===== config.mk =====
export PLATFORM = sky130hd
export DESIGN_NAME = i2ccd_ctrl
export DESIGN_NICKNAME = d
export VERILOG_FILES = /design/src/hdl/i2ccd_pkg.sv /design/src/hdl/i2ccd_ctrl.sv
export SDC_FILE = /design/constraint.sdc
export NUM_CORES = 1
export LEC_CHECK = 0
export BUFFER_PORTS_ARGS = -buffer_cell sky130_fd_sc_hd__buf_2
export CAP_MARGIN = 25
export CORE_MARGIN = 8
export CORE_UTILIZATION = 43
export DETAILED_ROUTE_END_ITERATION = 8
export HOLD_SLACK_MARGIN = 0.02
export MAX_ROUTING_LAYER = met4
export PLACE_DENSITY = 0.68
export SKIP_LAST_GASP = 1
export SYNTH_ARGS = -nofsm -noshare
export SYNTH_HDL_FRONTEND = slang
export SYNTH_SLANG_ARGS = --single-unit

===== constraint.sdc =====
create_clock -name SYS_CLK -period 10 [get_ports SYS_CLK]
set_input_delay 3 -clock SYS_CLK [delete_from_list [all_inputs] [get_ports SYS_CLK]]
set_output_delay 3 -clock SYS_CLK [all_outputs]
set_load 0.05 [all_outputs]

===== src/hdl/i2ccd_pkg.sv =====
// How it works
// - prescale code maps to SCL period in clocks; 83 gives 104, BF gives 15360
// - each code also gives SDA hold, START hold and STOP hold counts
// - enable bit low holds the interface in reset; registers stay accessible
// - all other control bits have no effect until enable bit is high
// - slave logic enabled mid-transfer waits for the next START before acting
// - master logic has no busy knowledge; arbitration loss resolves a clash
// - interrupt enable low blocks the request but keeps pending flag set
// - interrupt enable high raises request whenever the transfer flag is set
// - master-select bit resets to zero, meaning slave mode
// - master-select rising drives a START and enters master mode
// - master-select falling drives a STOP and returns to slave mode
// - arbitration loss clears master-select with no STOP driven
// - direction bit: zero receive, one transmit, for master and slave
// - control register readable and writable at any time in any mode
// - transfer flag sets on arbitration loss, byte done, address match; write one clears
// - slave rw flag reports calling address direction: 0 write, 1 read
package i2ccd_pkg;
    localparam int ADDR_W = 8;
    localparam logic [ADDR_W-1:0] ADDR_PRESCALE = 8'h00;
    localparam logic [ADDR_W-1:0] ADDR_CONTROL = 8'h04;
    localparam logic [ADDR_W-1:0] ADDR_STATUS = 8'h08;
    localparam int CTL_ON = 7;
    localparam int CTL_IRQ = 6;
    localparam int CTL_MS = 5;
    localparam int CTL_TX = 4;
    localparam logic [7:0] CTL_RESET = 8'h00;
    localparam logic [7:0] CTL_RD_MASK = 8'hF9;
    localparam logic [7:0] PRESCALE_RESET = 8'h00;
    localparam int ST_IRQF = 1;
    localparam int ST_SRW = 2;
    localparam int ST_MASTER = 5;
    localparam int ST_SDA_LVL = 6;
    localparam int ST_SCL_LVL = 7;
    localparam logic [1:0] RESP_OKAY = 2'h0;
    localparam logic [1:0] RESP_SLVERR = 2'h2;
    localparam logic [15:0] DIV_EXTRA = 16'h0002;
    localparam logic [15:0] HOLD_EXTRA = 16'h0003;
    localparam logic [15:0] MUL_TAB [4] = '{16'h0001, 16'h0002, 16'h0004, 16'h0004};
    localparam logic [15:0] SCL2TAP [8] = '{16'h0004, 16'h0004, 16'h0006, 16'h0006,
                                           16'h000E, 16'h001E, 16'h003E, 16'h007E};
    localparam logic [15:0] TAP2TAP [8] = '{16'h0001, 16'h0002, 16'h0004, 16'h0008,
                                           16'h0010, 16'h0020, 16'h0040, 16'h0080};
    localparam logic [15:0] SCL_TAP [8] = '{16'h0005, 16'h0006, 16'h0007, 16'h0008,
                                           16'h0009, 16'h000A, 16'h000C, 16'h000F};
    localparam logic [15:0] SDA_TAP [8] = '{16'h0001, 16'h0001, 16'h0002, 16'h0002,
                                           16'h0003, 16'h0003, 16'h0004, 16'h0004};
    localparam logic [15:0] START_K [8] = '{16'h0002, 16'h0002, 16'h0002, 16'h0006,
                                           16'h000E, 16'h001E, 16'h003E, 16'h007E};

    typedef struct packed {
        logic [15:0] scl_div;
        logic [15:0] sda_hold;
        logic [15:0] start_hold;
        logic [15:0] stop_hold;
    } i2ccd_timing_s;

    typedef enum logic [2:0] {
        S_IDLE = 3'h0,
        S_START_SDA = 3'h1,
        S_START_SCL = 3'h3,
        S_MASTER = 3'h2,
        S_STOP_SCL = 3'h6,
        S_STOP_SDA = 3'h7
    } i2ccd_state_e;

    // code fields: [7:6] multiplier, [5:3] tap row, [2:0] tap column
    function automatic i2ccd_timing_s i2ccd_lookup(input logic [7:0] code);
        logic [15:0] m;
        logic [15:0] s;
        logic [15:0] t;
        logic [15:0] c1;
        i2ccd_timing_s r;
        m = MUL_TAB[code[7:6]];
        s = SCL2TAP[code[5:3]];
        t = TAP2TAP[code[5:3]];
        c1 = 16'((SCL_TAP[code[2:0]] - 16'h0001) * t);
        r.scl_div = 16'(m * 16'h0002 * (s + c1 + DIV_EXTRA));
        r.sda_hold = 16'(m * (s + 16'((SDA_TAP[code[2:0]] - 16'h0001) * t) + HOLD_EXTRA));
        r.start_hold = 16'(m * (c1 + START_K[code[5:3]]));
        r.stop_hold = 16'(m * (c1 + s + HOLD_EXTRA));
        return r;
    endfunction
endpackage


===== src/hdl/i2ccd_ctrl.sv =====
// The register offsets and the AXI4-Lite slave port are this design's own decisions.
`timescale 1ns/1ps
module i2ccd_ctrl (
    input wire logic SYS_CLK, // 20 MHz module clock
    input wire logic RST, // async reset, active high
    input wire logic S_AXI_AWVALID, // write address valid
    output logic S_AXI_AWREADY, // write address ready
    input wire logic [i2ccd_pkg::ADDR_W-1:0] S_AXI_AWADDR, // write byte address
    input wire logic S_AXI_WVALID, // write data valid
    output logic S_AXI_WREADY, // write data ready
    input wire logic [31:0] S_AXI_WDATA, // write data
    input wire logic [3:0] S_AXI_WSTRB, // byte enables
    output logic S_AXI_BVALID, // write response valid
    input wire logic S_AXI_BREADY, // write response ready
    output logic [1:0] S_AXI_BRESP, // write response
    input wire logic S_AXI_ARVALID, // read address valid
    output logic S_AXI_ARREADY, // read address ready
    input wire logic [i2ccd_pkg::ADDR_W-1:0] S_AXI_ARADDR, // read byte address
    output logic S_AXI_RVALID, // read data valid
    input wire logic S_AXI_RREADY, // read data ready
    output logic [31:0] S_AXI_RDATA, // read data
    output logic [1:0] S_AXI_RRESP, // read response
    input wire logic SCL_I, // scl line level
    output logic SCL_O, // scl drive value, always low
    output logic SCL_OE, // pull scl low
    input wire logic SDA_I, // sda line level
    output logic SDA_O, // sda drive value, always low
    output logic SDA_OE, // pull sda low
    input wire logic START_SEEN, // pulse: start detected on bus
    input wire logic BYTE_DONE, // pulse: ninth clock falling edge
    input wire logic ADDR_MATCH, // pulse: own address matched
    input wire logic ARB_LOST, // pulse: arbitration lost
    input wire logic SLAVE_RW_IN, // calling address rw bit
    output logic IRQ, // interrupt request
    output logic SCL_TICK, // pulse each scl half period in master
    output i2ccd_pkg::i2ccd_timing_s TIMING, // counts for current code
    output logic MODULE_RESET, // interface held in reset
    output logic MASTER_MODE, // master select in effect
    output logic TX_MODE // direction: 1 transmit
);
    logic [7:0] ctl_r, ctl_nxt, code_r, code_nxt;
    logic flag_r, flag_nxt, srw_r, srw_nxt, armed_r, armed_nxt;
    logic bvalid_r, bvalid_nxt, rvalid_r, rvalid_nxt;
    logic [1:0] bresp_r, bresp_nxt, rresp_r, rresp_nxt;
    logic [31:0] rdata_r, rdata_nxt;
    logic [7:0] status, rd_byte;
    logic en, ms_eff, wr_go, rd_go, flag_set, flag_clr, rd_hit;
    i2ccd_pkg::i2ccd_state_e state_r, state_nxt;
    logic [15:0] cnt_r, cnt_nxt, tick_cnt_r, tick_cnt_nxt;
    logic tick_r, tick_nxt, scl_oe_r, scl_oe_nxt, sda_oe_r, sda_oe_nxt;
    i2ccd_pkg::i2ccd_timing_s timing_r, timing_nxt;

    assign en = ctl_r[i2ccd_pkg::CTL_ON];
    assign ms_eff = en & ctl_r[i2ccd_pkg::CTL_MS];
    // write needs address and data together; both handshake on the same edge
    assign wr_go = S_AXI_AWVALID & S_AXI_WVALID & ~bvalid_r;
    assign rd_go = S_AXI_ARVALID & ~rvalid_r;
    assign S_AXI_AWREADY = wr_go;
    assign S_AXI_WREADY = wr_go;
    assign S_AXI_ARREADY = ~rvalid_r;
    assign S_AXI_BVALID = bvalid_r;
    assign S_AXI_BRESP = bresp_r;
    assign S_AXI_RVALID = rvalid_r;
    assign S_AXI_RDATA = rdata_r;
    assign S_AXI_RRESP = rresp_r;
    // slave events count only once a fresh start has been seen
    assign flag_set = en & (ARB_LOST | (BYTE_DONE & (ms_eff | armed_r)) | (ADDR_MATCH & armed_r));
    assign flag_clr = wr_go & (S_AXI_AWADDR == i2ccd_pkg::ADDR_STATUS) & S_AXI_WSTRB[0]
                      & S_AXI_WDATA[i2ccd_pkg::ST_IRQF];
    assign status = {SCL_I, SDA_I, state_r != i2ccd_pkg::S_IDLE, 2'h0, srw_r, flag_r, 1'h0};

    always_comb begin
        rd_hit = 1'b1;
        case (S_AXI_ARADDR)
            i2ccd_pkg::ADDR_PRESCALE: rd_byte = code_r;
            i2ccd_pkg::ADDR_CONTROL: rd_byte = ctl_r & i2ccd_pkg::CTL_RD_MASK;
            i2ccd_pkg::ADDR_STATUS: rd_byte = status;
            default: begin
                rd_byte = 8'h00;
                rd_hit = 1'b0;
            end
        endcase
    end

    always_comb begin
        ctl_nxt = ctl_r;
        code_nxt = code_r;
        bvalid_nxt = bvalid_r & ~S_AXI_BREADY;
        bresp_nxt = bresp_r;
        rvalid_nxt = rvalid_r & ~S_AXI_RREADY;
        rresp_nxt = rresp_r;
        rdata_nxt = rdata_r;
        if (wr_go) begin
            bvalid_nxt = 1'b1;
            bresp_nxt = i2ccd_pkg::RESP_OKAY;
            case (S_AXI_AWADDR)
                i2ccd_pkg::ADDR_PRESCALE: if (S_AXI_WSTRB[0]) code_nxt = S_AXI_WDATA[7:0];
                i2ccd_pkg::ADDR_CONTROL: if (S_AXI_WSTRB[0]) ctl_nxt = S_AXI_WDATA[7:0];
                i2ccd_pkg::ADDR_STATUS: ;
                default: bresp_nxt = i2ccd_pkg::RESP_SLVERR;
            endcase
        end
        // losing arbitration drops master select; the fsm skips the stop
        if (en & ARB_LOST & ctl_r[i2ccd_pkg::CTL_MS]) begin
            ctl_nxt[i2ccd_pkg::CTL_MS] = 1'b0;
        end
        if (rd_go) begin
            rvalid_nxt = 1'b1;
            rdata_nxt = {24'h000000, rd_byte};
            rresp_nxt = rd_hit ? i2ccd_pkg::RESP_OKAY : i2ccd_pkg::RESP_SLVERR;
        end
        // set beats a simultaneous write-one clear
        flag_nxt = en & (flag_set | (flag_r & ~flag_clr));
        armed_nxt = en & (armed_r | START_SEEN);
        srw_nxt = (en & ADDR_MATCH & armed_r) ? SLAVE_RW_IN : srw_r & en;
    end

    always_ff @(posedge SYS_CLK or posedge RST) begin
        if (RST) begin
            ctl_r <= i2ccd_pkg::CTL_RESET;
            code_r <= i2ccd_pkg::PRESCALE_RESET;
            flag_r <= 1'b0;
            srw_r <= 1'b0;
            armed_r <= 1'b0;
            bvalid_r <= 1'b0;
            bresp_r <= i2ccd_pkg::RESP_OKAY;
            rvalid_r <= 1'b0;
            rresp_r <= i2ccd_pkg::RESP_OKAY;
            rdata_r <= 32'h00000000;
        end else begin
            ctl_r <= ctl_nxt;
            code_r <= code_nxt;
            flag_r <= flag_nxt;
            srw_r <= srw_nxt;
            armed_r <= armed_nxt;
            bvalid_r <= bvalid_nxt;
            bresp_r <= bresp_nxt;
            rvalid_r <= rvalid_nxt;
            rresp_r <= rresp_nxt;
            rdata_r <= rdata_nxt;
        end
    end

    // line sequencer: start and stop with tabulated holds
    always_comb begin
        timing_nxt = i2ccd_pkg::i2ccd_lookup(code_r);
        state_nxt = state_r;
        cnt_nxt = (cnt_r != 16'h0000) ? cnt_r - 16'h0001 : cnt_r;
        case (state_r)
            // no bus-busy check here; a clash surfaces as arbitration loss
            i2ccd_pkg::S_IDLE: if (ms_eff) begin
                state_nxt = i2ccd_pkg::S_START_SDA;
                cnt_nxt = timing_r.start_hold - 16'h0001;
            end
            i2ccd_pkg::S_START_SDA: if (cnt_r == 16'h0000) begin
                state_nxt = i2ccd_pkg::S_START_SCL;
                cnt_nxt = timing_r.sda_hold - 16'h0001;
            end
            i2ccd_pkg::S_START_SCL: if (cnt_r == 16'h0000) state_nxt = i2ccd_pkg::S_MASTER;
            i2ccd_pkg::S_MASTER: if (!ms_eff) begin
                state_nxt = i2ccd_pkg::S_STOP_SCL;
                cnt_nxt = timing_r.stop_hold - 16'h0001;
            end
            i2ccd_pkg::S_STOP_SCL: begin
                // a slave stretching scl delays the stop hold
                if (!SCL_I) cnt_nxt = cnt_r;
                if (SCL_I && cnt_r == 16'h0000) begin
                    state_nxt = i2ccd_pkg::S_STOP_SDA;
                    cnt_nxt = timing_r.sda_hold - 16'h0001;
                end
            end
            i2ccd_pkg::S_STOP_SDA: if (cnt_r == 16'h0000) state_nxt = i2ccd_pkg::S_IDLE;
            default: state_nxt = i2ccd_pkg::S_IDLE;
        endcase
        if (ARB_LOST && state_r != i2ccd_pkg::S_STOP_SCL && state_r != i2ccd_pkg::S_STOP_SDA) begin
            state_nxt = i2ccd_pkg::S_IDLE;
        end
        if (!en) begin
            state_nxt = i2ccd_pkg::S_IDLE;
            cnt_nxt = 16'h0000;
        end
        scl_oe_nxt = (state_nxt == i2ccd_pkg::S_START_SCL) || (state_nxt == i2ccd_pkg::S_MASTER);
        sda_oe_nxt = (state_nxt != i2ccd_pkg::S_IDLE) && (state_nxt != i2ccd_pkg::S_STOP_SDA);
        tick_nxt = 1'b0;
        tick_cnt_nxt = timing_r.scl_div[15:1] - 16'h0001;
        if (state_r == i2ccd_pkg::S_MASTER && state_nxt == i2ccd_pkg::S_MASTER) begin
            tick_cnt_nxt = tick_cnt_r - 16'h0001;
            if (tick_cnt_r == 16'h0000) begin
                tick_nxt = 1'b1;
                tick_cnt_nxt = timing_r.scl_div[15:1] - 16'h0001;
            end
        end
    end

    always_ff @(posedge SYS_CLK or posedge RST) begin
        if (RST) begin
            state_r <= i2ccd_pkg::S_IDLE;
            cnt_r <= 16'h0000;
            tick_cnt_r <= 16'h0000;
            tick_r <= 1'b0;
            scl_oe_r <= 1'b0;
            sda_oe_r <= 1'b0;
            timing_r <= '0;
        end else begin
            state_r <= state_nxt;
            cnt_r <= cnt_nxt;
            tick_cnt_r <= tick_cnt_nxt;
            tick_r <= tick_nxt;
            scl_oe_r <= scl_oe_nxt;
            sda_oe_r <= sda_oe_nxt;
            timing_r <= timing_nxt;
        end
    end

    assign SCL_O = 1'b0;
    assign SDA_O = 1'b0;
    assign SCL_OE = scl_oe_r;
    assign SDA_OE = sda_oe_r;
    assign SCL_TICK = tick_r;
    assign TIMING = timing_r;
    assign MODULE_RESET = ~en;
    assign MASTER_MODE = ms_eff;
    assign TX_MODE = en & ctl_r[i2ccd_pkg::CTL_TX];
    assign IRQ = en & ctl_r[i2ccd_pkg::CTL_IRQ] & flag_r;
endmodule // i2ccd_ctrl


Yosys cells after proc, flatten, opt, wreduce, memory -nomap -nowiden. Memory sizes are Yosys's and may differ from the RTL's. Index checks and enable logic that the tools add are counted.

Register bits: 134. Latch bits: 0. Bits in writable memories: 0. Memory bits (read-only): 640. Input port bits: 66. Output and inout port bits: 114. Memories: 5.

Memory list: (no name shown) (depth 8, bits a word 16, rd ports 1, clocked after Yosys merged registers in 0, write ports 0, RTL line i2ccd_pkg.sv:80) `r.start_hold = 16'(m * (c1 + START_K[code[5:3]]));`; (no name shown) (depth 8, bits a word 16, rd ports 1, clocked after Yosys merged registers in 0, write ports 0, RTL line i2ccd_pkg.sv:79) `r.sda_hold = 16'(m * (s + 16'((SDA_TAP[code[2:0]] - 16'h0001) * t) + HOLD_EXTRA));`; (no name shown) (depth 8, bits a word 16, rd ports 1, clocked after Yosys merged registers in 0, write ports 0, RTL line i2ccd_pkg.sv:77) `c1 = 16'((SCL_TAP[code[2:0]] - 16'h0001) * t);`; (no name shown) (depth 8, bits a word 16, rd ports 1, clocked after Yosys merged registers in 0, write ports 0, RTL line i2ccd_pkg.sv:76) `t = TAP2TAP[code[5:3]];`; (no name shown) (depth 8, bits a word 16, rd ports 1, clocked after Yosys merged registers in 0, write ports 0, RTL line i2ccd_pkg.sv:75) `s = SCL2TAP[code[5:3]];`.

Add/sub/neg operators: 14. Multipliers: 6. Div/mod/pow operators: 0. Magnitude comparators: 3. Equality and inequality tests: 15. Shift operators: 0. Multiplexer cells: 45. Bitwise operators: 37. Reductions and logical operators: 22.

Operator list (count): 16-bit 2-to-1 mux (21); 16-bit by 1-bit subtractor with 16-bit output, second input constant (7); 16-bit by 16-bit multiplier with 16-bit output (5); 16-bit case mux with 4 select lines (1); 16-bit adder (3); 16-bit by 2-bit adder with 16-bit output, second input constant (3); 16-bit binary-select mux with 2-bit select (1); 16-bit zero test (2); 3-bit 2-to-1 mux (8); 8-bit case mux with 3 select lines (1); 1-bit bitwise AND (23); 6-bit 2-to-1 mux (3); 3-bit case mux with 6 select lines (1); 8-bit by 3-bit == test with 1-bit output, second input constant (2); 8-bit by 4-bit == test with 1-bit output, second input constant (2); 8-bit zero test (2); 15-bit by 16-bit multiplier with 15-bit output (1); 16-bit nonzero test (1); 15-bit by 1-bit subtractor with 16-bit output, second input constant (1); 3-bit by 2-bit == test with 1-bit output, second input constant (4); 3-bit inequality test, second input constant (3); 3-bit AND reduction (3); 4-bit >= comparator, second input constant (2); 3-bit inverter with 4-bit output (2); 15 further kinds (40).

Longest topological paths before layout.
Depth after elaboration: 9. Depth in mapped cells: 45.

Worst setup path before layout. Ideal clock, no wire load.

Path kind: register to register. Start: register code_r[0]. End: register timing_r (netlist bit TIMING[15]). Setup time: 0.080 ns. Arrival: 9.745 ns. Setup slack: 0.175 ns. Stages on the path, launching flop included: 37. Path buffers: 3. Cells stage by stage: dfrtp_1 -> ha_1 -> clkbuf_1 -> nand4bb_1 -> nor2_1 -> clkbuf_1 -> nand2_1 -> fa_1 -> inv_1 -> fa_1 -> ha_1 -> inv_1 -> fa_1 -> fa_1 -> fa_1 -> inv_1 -> ha_1 -> buf_6 -> or3_1 -> a21oi_1 -> a21oi_2 -> xnor2_2 -> or4_1 -> a21oi_2 -> o2111ai_1 -> xnor2_1 -> nor2_1 -> ha_1 -> ha_1 -> fa_1 -> ha_1 -> ha_1 -> ha_1 -> ha_1 -> o41a_1 -> xnor2_1 -> xnor2_1.

RTL lines: from (decl) (RTL line i2ccd_ctrl.sv:41) `logic [7:0] ctl_r, ctl_nxt, code_r, code_nxt;`; from (signal assigned) (RTL line i2ccd_ctrl.sv:121) `code_r <= i2ccd_pkg::PRESCALE_RESET;`; from (signal assigned) (RTL line i2ccd_ctrl.sv:132) `code_r <= code_nxt;`; to (signal assigned) (RTL line i2ccd_ctrl.sv:211) `timing_r <= timing_nxt;`; to (decl) (RTL line i2ccd_ctrl.sv:51) `i2ccd_pkg::i2ccd_timing_s timing_r, timing_nxt;`.

==> impl_metrics.toml <==
[grt]
grt_max_degree = 71
gr-usage-all-layers = 0.1895
grt_pass1_wl_um = 80850
antenna_found_initial = 0
grt_pass1_vias = 16041
overflow = 0

[clock_network]
cts.path.max_buffers = 2
cts-root-buf = "clkbuf_16"
clk_latency_ns = 0.43
cts_buffers = 17
clock_sinks = 129
path_clk_slew_ns = 0.06
htree_levels = 4
cts_tree = "done"

[sta]
rsz0062_at_grt = "true"
whs_ns = 0.4918
max_slew_margin = 0.3083
slew_violations = 0
hold_violations = 0
fmax_ghz = 0.1031
worst_pin_slew_ns = 1.036
finalSetupViolCount = 0
worst_clock_skew_ns = 0.01317
min_period_ns = 9.701
period_share = 0.9701

[floorplan]
die_w_um = 229.4
start_util = 0.4334
core-area_mm2 = 0.04519
row_count = 78
dieArea_mm2 = 0.05263
io-pin-count = 180
die_h_um = 229.4

[worst_setup_path]
critPathLaunchType = "register"
crit_path_end_kind = "register"
r2r_cells = 34
worstPathRequired_ns = 10.30
cp_slowest_stage_delay_ns = 0.55
critical_path_buf_inv_count = 4
cp.arrival_ns = 10.00
path_max_fanout = 5
r2r_start = "code_r[1]"
r2r_slack_ns = 0.30
critPathTopFamily = "adder cells"
critPathKind = "register to register"
crit_top_cell = "fa_1"
r2r-end = "TIMING[15]"
cp_slowest_cell = "fa_1"

[power]
ir_worst_vdd_uv = 113.2
fin_total_pwr_mw = 2.371
cellLeakagePower_nw = 11.87
powerDensity_mw_per_mm2 = 105.5

[synth]
synth_top_cell_by_area = "ha_1"
synth_xor_area_frac = 0.09283
synth_compound_area_frac = 0.1039
syn_avg_cell_area_um2 = 8.724
synth_top_area_frac = 0.2223
synth_cells = 2245
ys_ff_latch = 129
synth_fa_ha_area_frac = 0.3705
syn_area_mm2 = 0.01959
ys_types = 91
synth_warnings = 0
ys.flop_type = "dfrtp_1"
ys_top_cells_by_area = "ha_1 22%, dfrtp_1 16%, fa_1 15%, xnor2_1 6.2%, inv_1 5.7%"
async_flop_share = 1.000
synth_top_family_by_area = "adder cells"
yosysSeqAreaShare = 0.1648
synth-simple-area-share = 0.1700
synthMuxAreaShare = 0.01252
synth_edf_count = 0

[placed_design]
hpwl_um = 40400
gp_congestion = 0.9137
port_buffers = 123

[drt]
drtPass1Iterations = 5
vias = 15870
via_per_inst = 5.208
wl_um = 49150
drc = 0
drtIter0Drc = 1059
ant_nets = 0
wl_per_cell_um = 16.13

[final_layout]
finish.utilization = 0.4974
drive_gt1_frac = 0.1549
nNetsFinal = 2993
antenna_cells = 0
synthToLayoutAreaGrowth_pct = 14.76

[hold_path]
holdPathStages = 2
hold_class = "register to register"
min_to = "S_AXI_RDATA[1]"
hold_start = "S_AXI_RDATA[1]"

[status]
status = "completed"

[flow_run]
maxCapViolCount = 0
[Yosys cell counts (5+ instances only)]
cell	instances
a211oi_1	9
a21o_1	15
a21oi_1	77
a221oi_1	5
a31oi_1	15
and2_1	42
and3_1	6
buf_4	34
clkbuf_1	53
dfrtp_1	129
fa_1	145
ha_1	348
inv_1	300
mux2_2	12
mux2i_1	11
nand2_1	141
nand2b_1	19
nand3_1	22
nand3b_1	7
nand4_1	8
nor2_1	264
nor2b_1	22
nor3_1	56
nor3b_1	8
nor4_1	24
o211ai_1	5
o21a_1	18
o21ai_0	72
o21bai_1	14
o22ai_1	13
o31ai_1	10
o41ai_1	6
or2_2	16
or3_1	20
or3b_2	5
or4_1	5
xnor2_1	138
xor2_1	59
[report_power, final]
part / internal (mW) / switching [mW] / total [mW]
registers: 0.570 / 0.0617 / 0.632
clock network: 0.464 / 0.246 / 0.710
logic: 0.383 / 0.646 / 1.03
total: 1.42 / 0.954 / 2.37
[worst register-to-register path, delay by kind of cell, from the launching register on]
kind | cells | cell delay, ns
buf+inv | 4 | 0.26
flops | 1 | 0.42
fa+ha+maj | 16 | 5.93
compound gates | 5 | 1.27
xor+xnor | 3 | 0.56
simple gates | 6 | 1.14
[cell type report]
| type | instances | area, um2 |
|---|---|---|
| well taps | 600 | 750.7 |
| multi-input cells | 1767 | 15370 |
| fillers | 4227 | 22710 |
| inverters | 304 | 1146 |
| repair buffers | 215 | 1314 |
| clock inverters | 11 | 198.9 |
| clock buffers | 21 | 470.5 |
| flip-flops and latches | 129 | 3228 |
[logic make-up (layout without fill, tap and decap cells)]
| family | Yosys count | count (layout) |
|---|---|---|
| fa+ha+maj | 493 | 493 |
| simple gates | 691 | 691 |
| flops | 129 | 129 |
| other cells | 2 | 49 |
| compound gates | 309 | 309 |
| mux | 23 | 23 |
| xor+xnor | 202 | 202 |
| buf+inv | 396 | 551 |
[state kept, by name, summed over array words and instances (netlist names)]
register      flops
TIMING           62
cnt_r            16
tick_cnt_r       16
S_AXI_RDATA       8
code_r            8
ctl_r             6
state_r           3
SCL_OE            1
SCL_TICK          1
SDA_OE            1
S_AXI_BRESP       1
S_AXI_BVALID      1
S_AXI_RRESP       1
S_AXI_RVALID      1
armed_r           1
flag_r            1
srw_r             1
[cell usage in the layout, fill, tap and decap left out, types with 49 or more instances in the layout]
cell	netlist	layout
ha_1	348	334
inv_1	300	298
nor2_1	264	258
fa_1	145	145
nand2_1	141	137
dfrtp_1	129	129
xnor2_1	138	129
buf_2	0	123
buf_4	34	90
a21oi_1	77	72
o21ai_0	72	72
xor2_1	59	57
nor3_1	56	51
conb_1	2	49
[per-layer routing]
metal  track usage  part of all wire
met1        0.2329              0.44
met2        0.3255              0.50
met3       0.01965             0.033
met4       0.05778             0.026
met5             -                 0
[through the flow]
stage	worst slack [ns]	TNS, ns	instances	area, um2
after floorplan	0.1753	0	2292	19760
after global placement	0.07265	0	3004	21230
after detailed placement	-0.01747	-0.01747	3004	21230
after CTS	0.03599	0	3037	21980
after global routing	-0.08526	-0.1271	3047	22480
final	0.2992	0	3047	22480
[what timing repair did]
| item | in CTS | in global routing |
|---|---|---|
| pin swaps | 6 | 34 |
| hold buffers | 0 | 0 |
| cloned | 0 | 0 |
| gates resized for setup | 12 | 69 |
| endpoints found under the setup margin | 1 | 5 |
| buffers inserted | 1 | 10 |
[worst max path at each step]
stage	start	to	slack (ns)	cells after the start
after floorplan	code_r[0]	TIMING[15]	0.18	36
after global placement	code_r[0]	TIMING[15]	0.07	34
after detailed placement	code_r[1]	TIMING[15]	-0.02	34
after CTS	code_r[1]	TIMING[15]	0.04	34
after global routing	code_r[1]	TIMING[15]	-0.09	43
final	code_r[1]	TIMING[15]	0.30	34
Note: power is estimated with default switching activity, not from simulation.
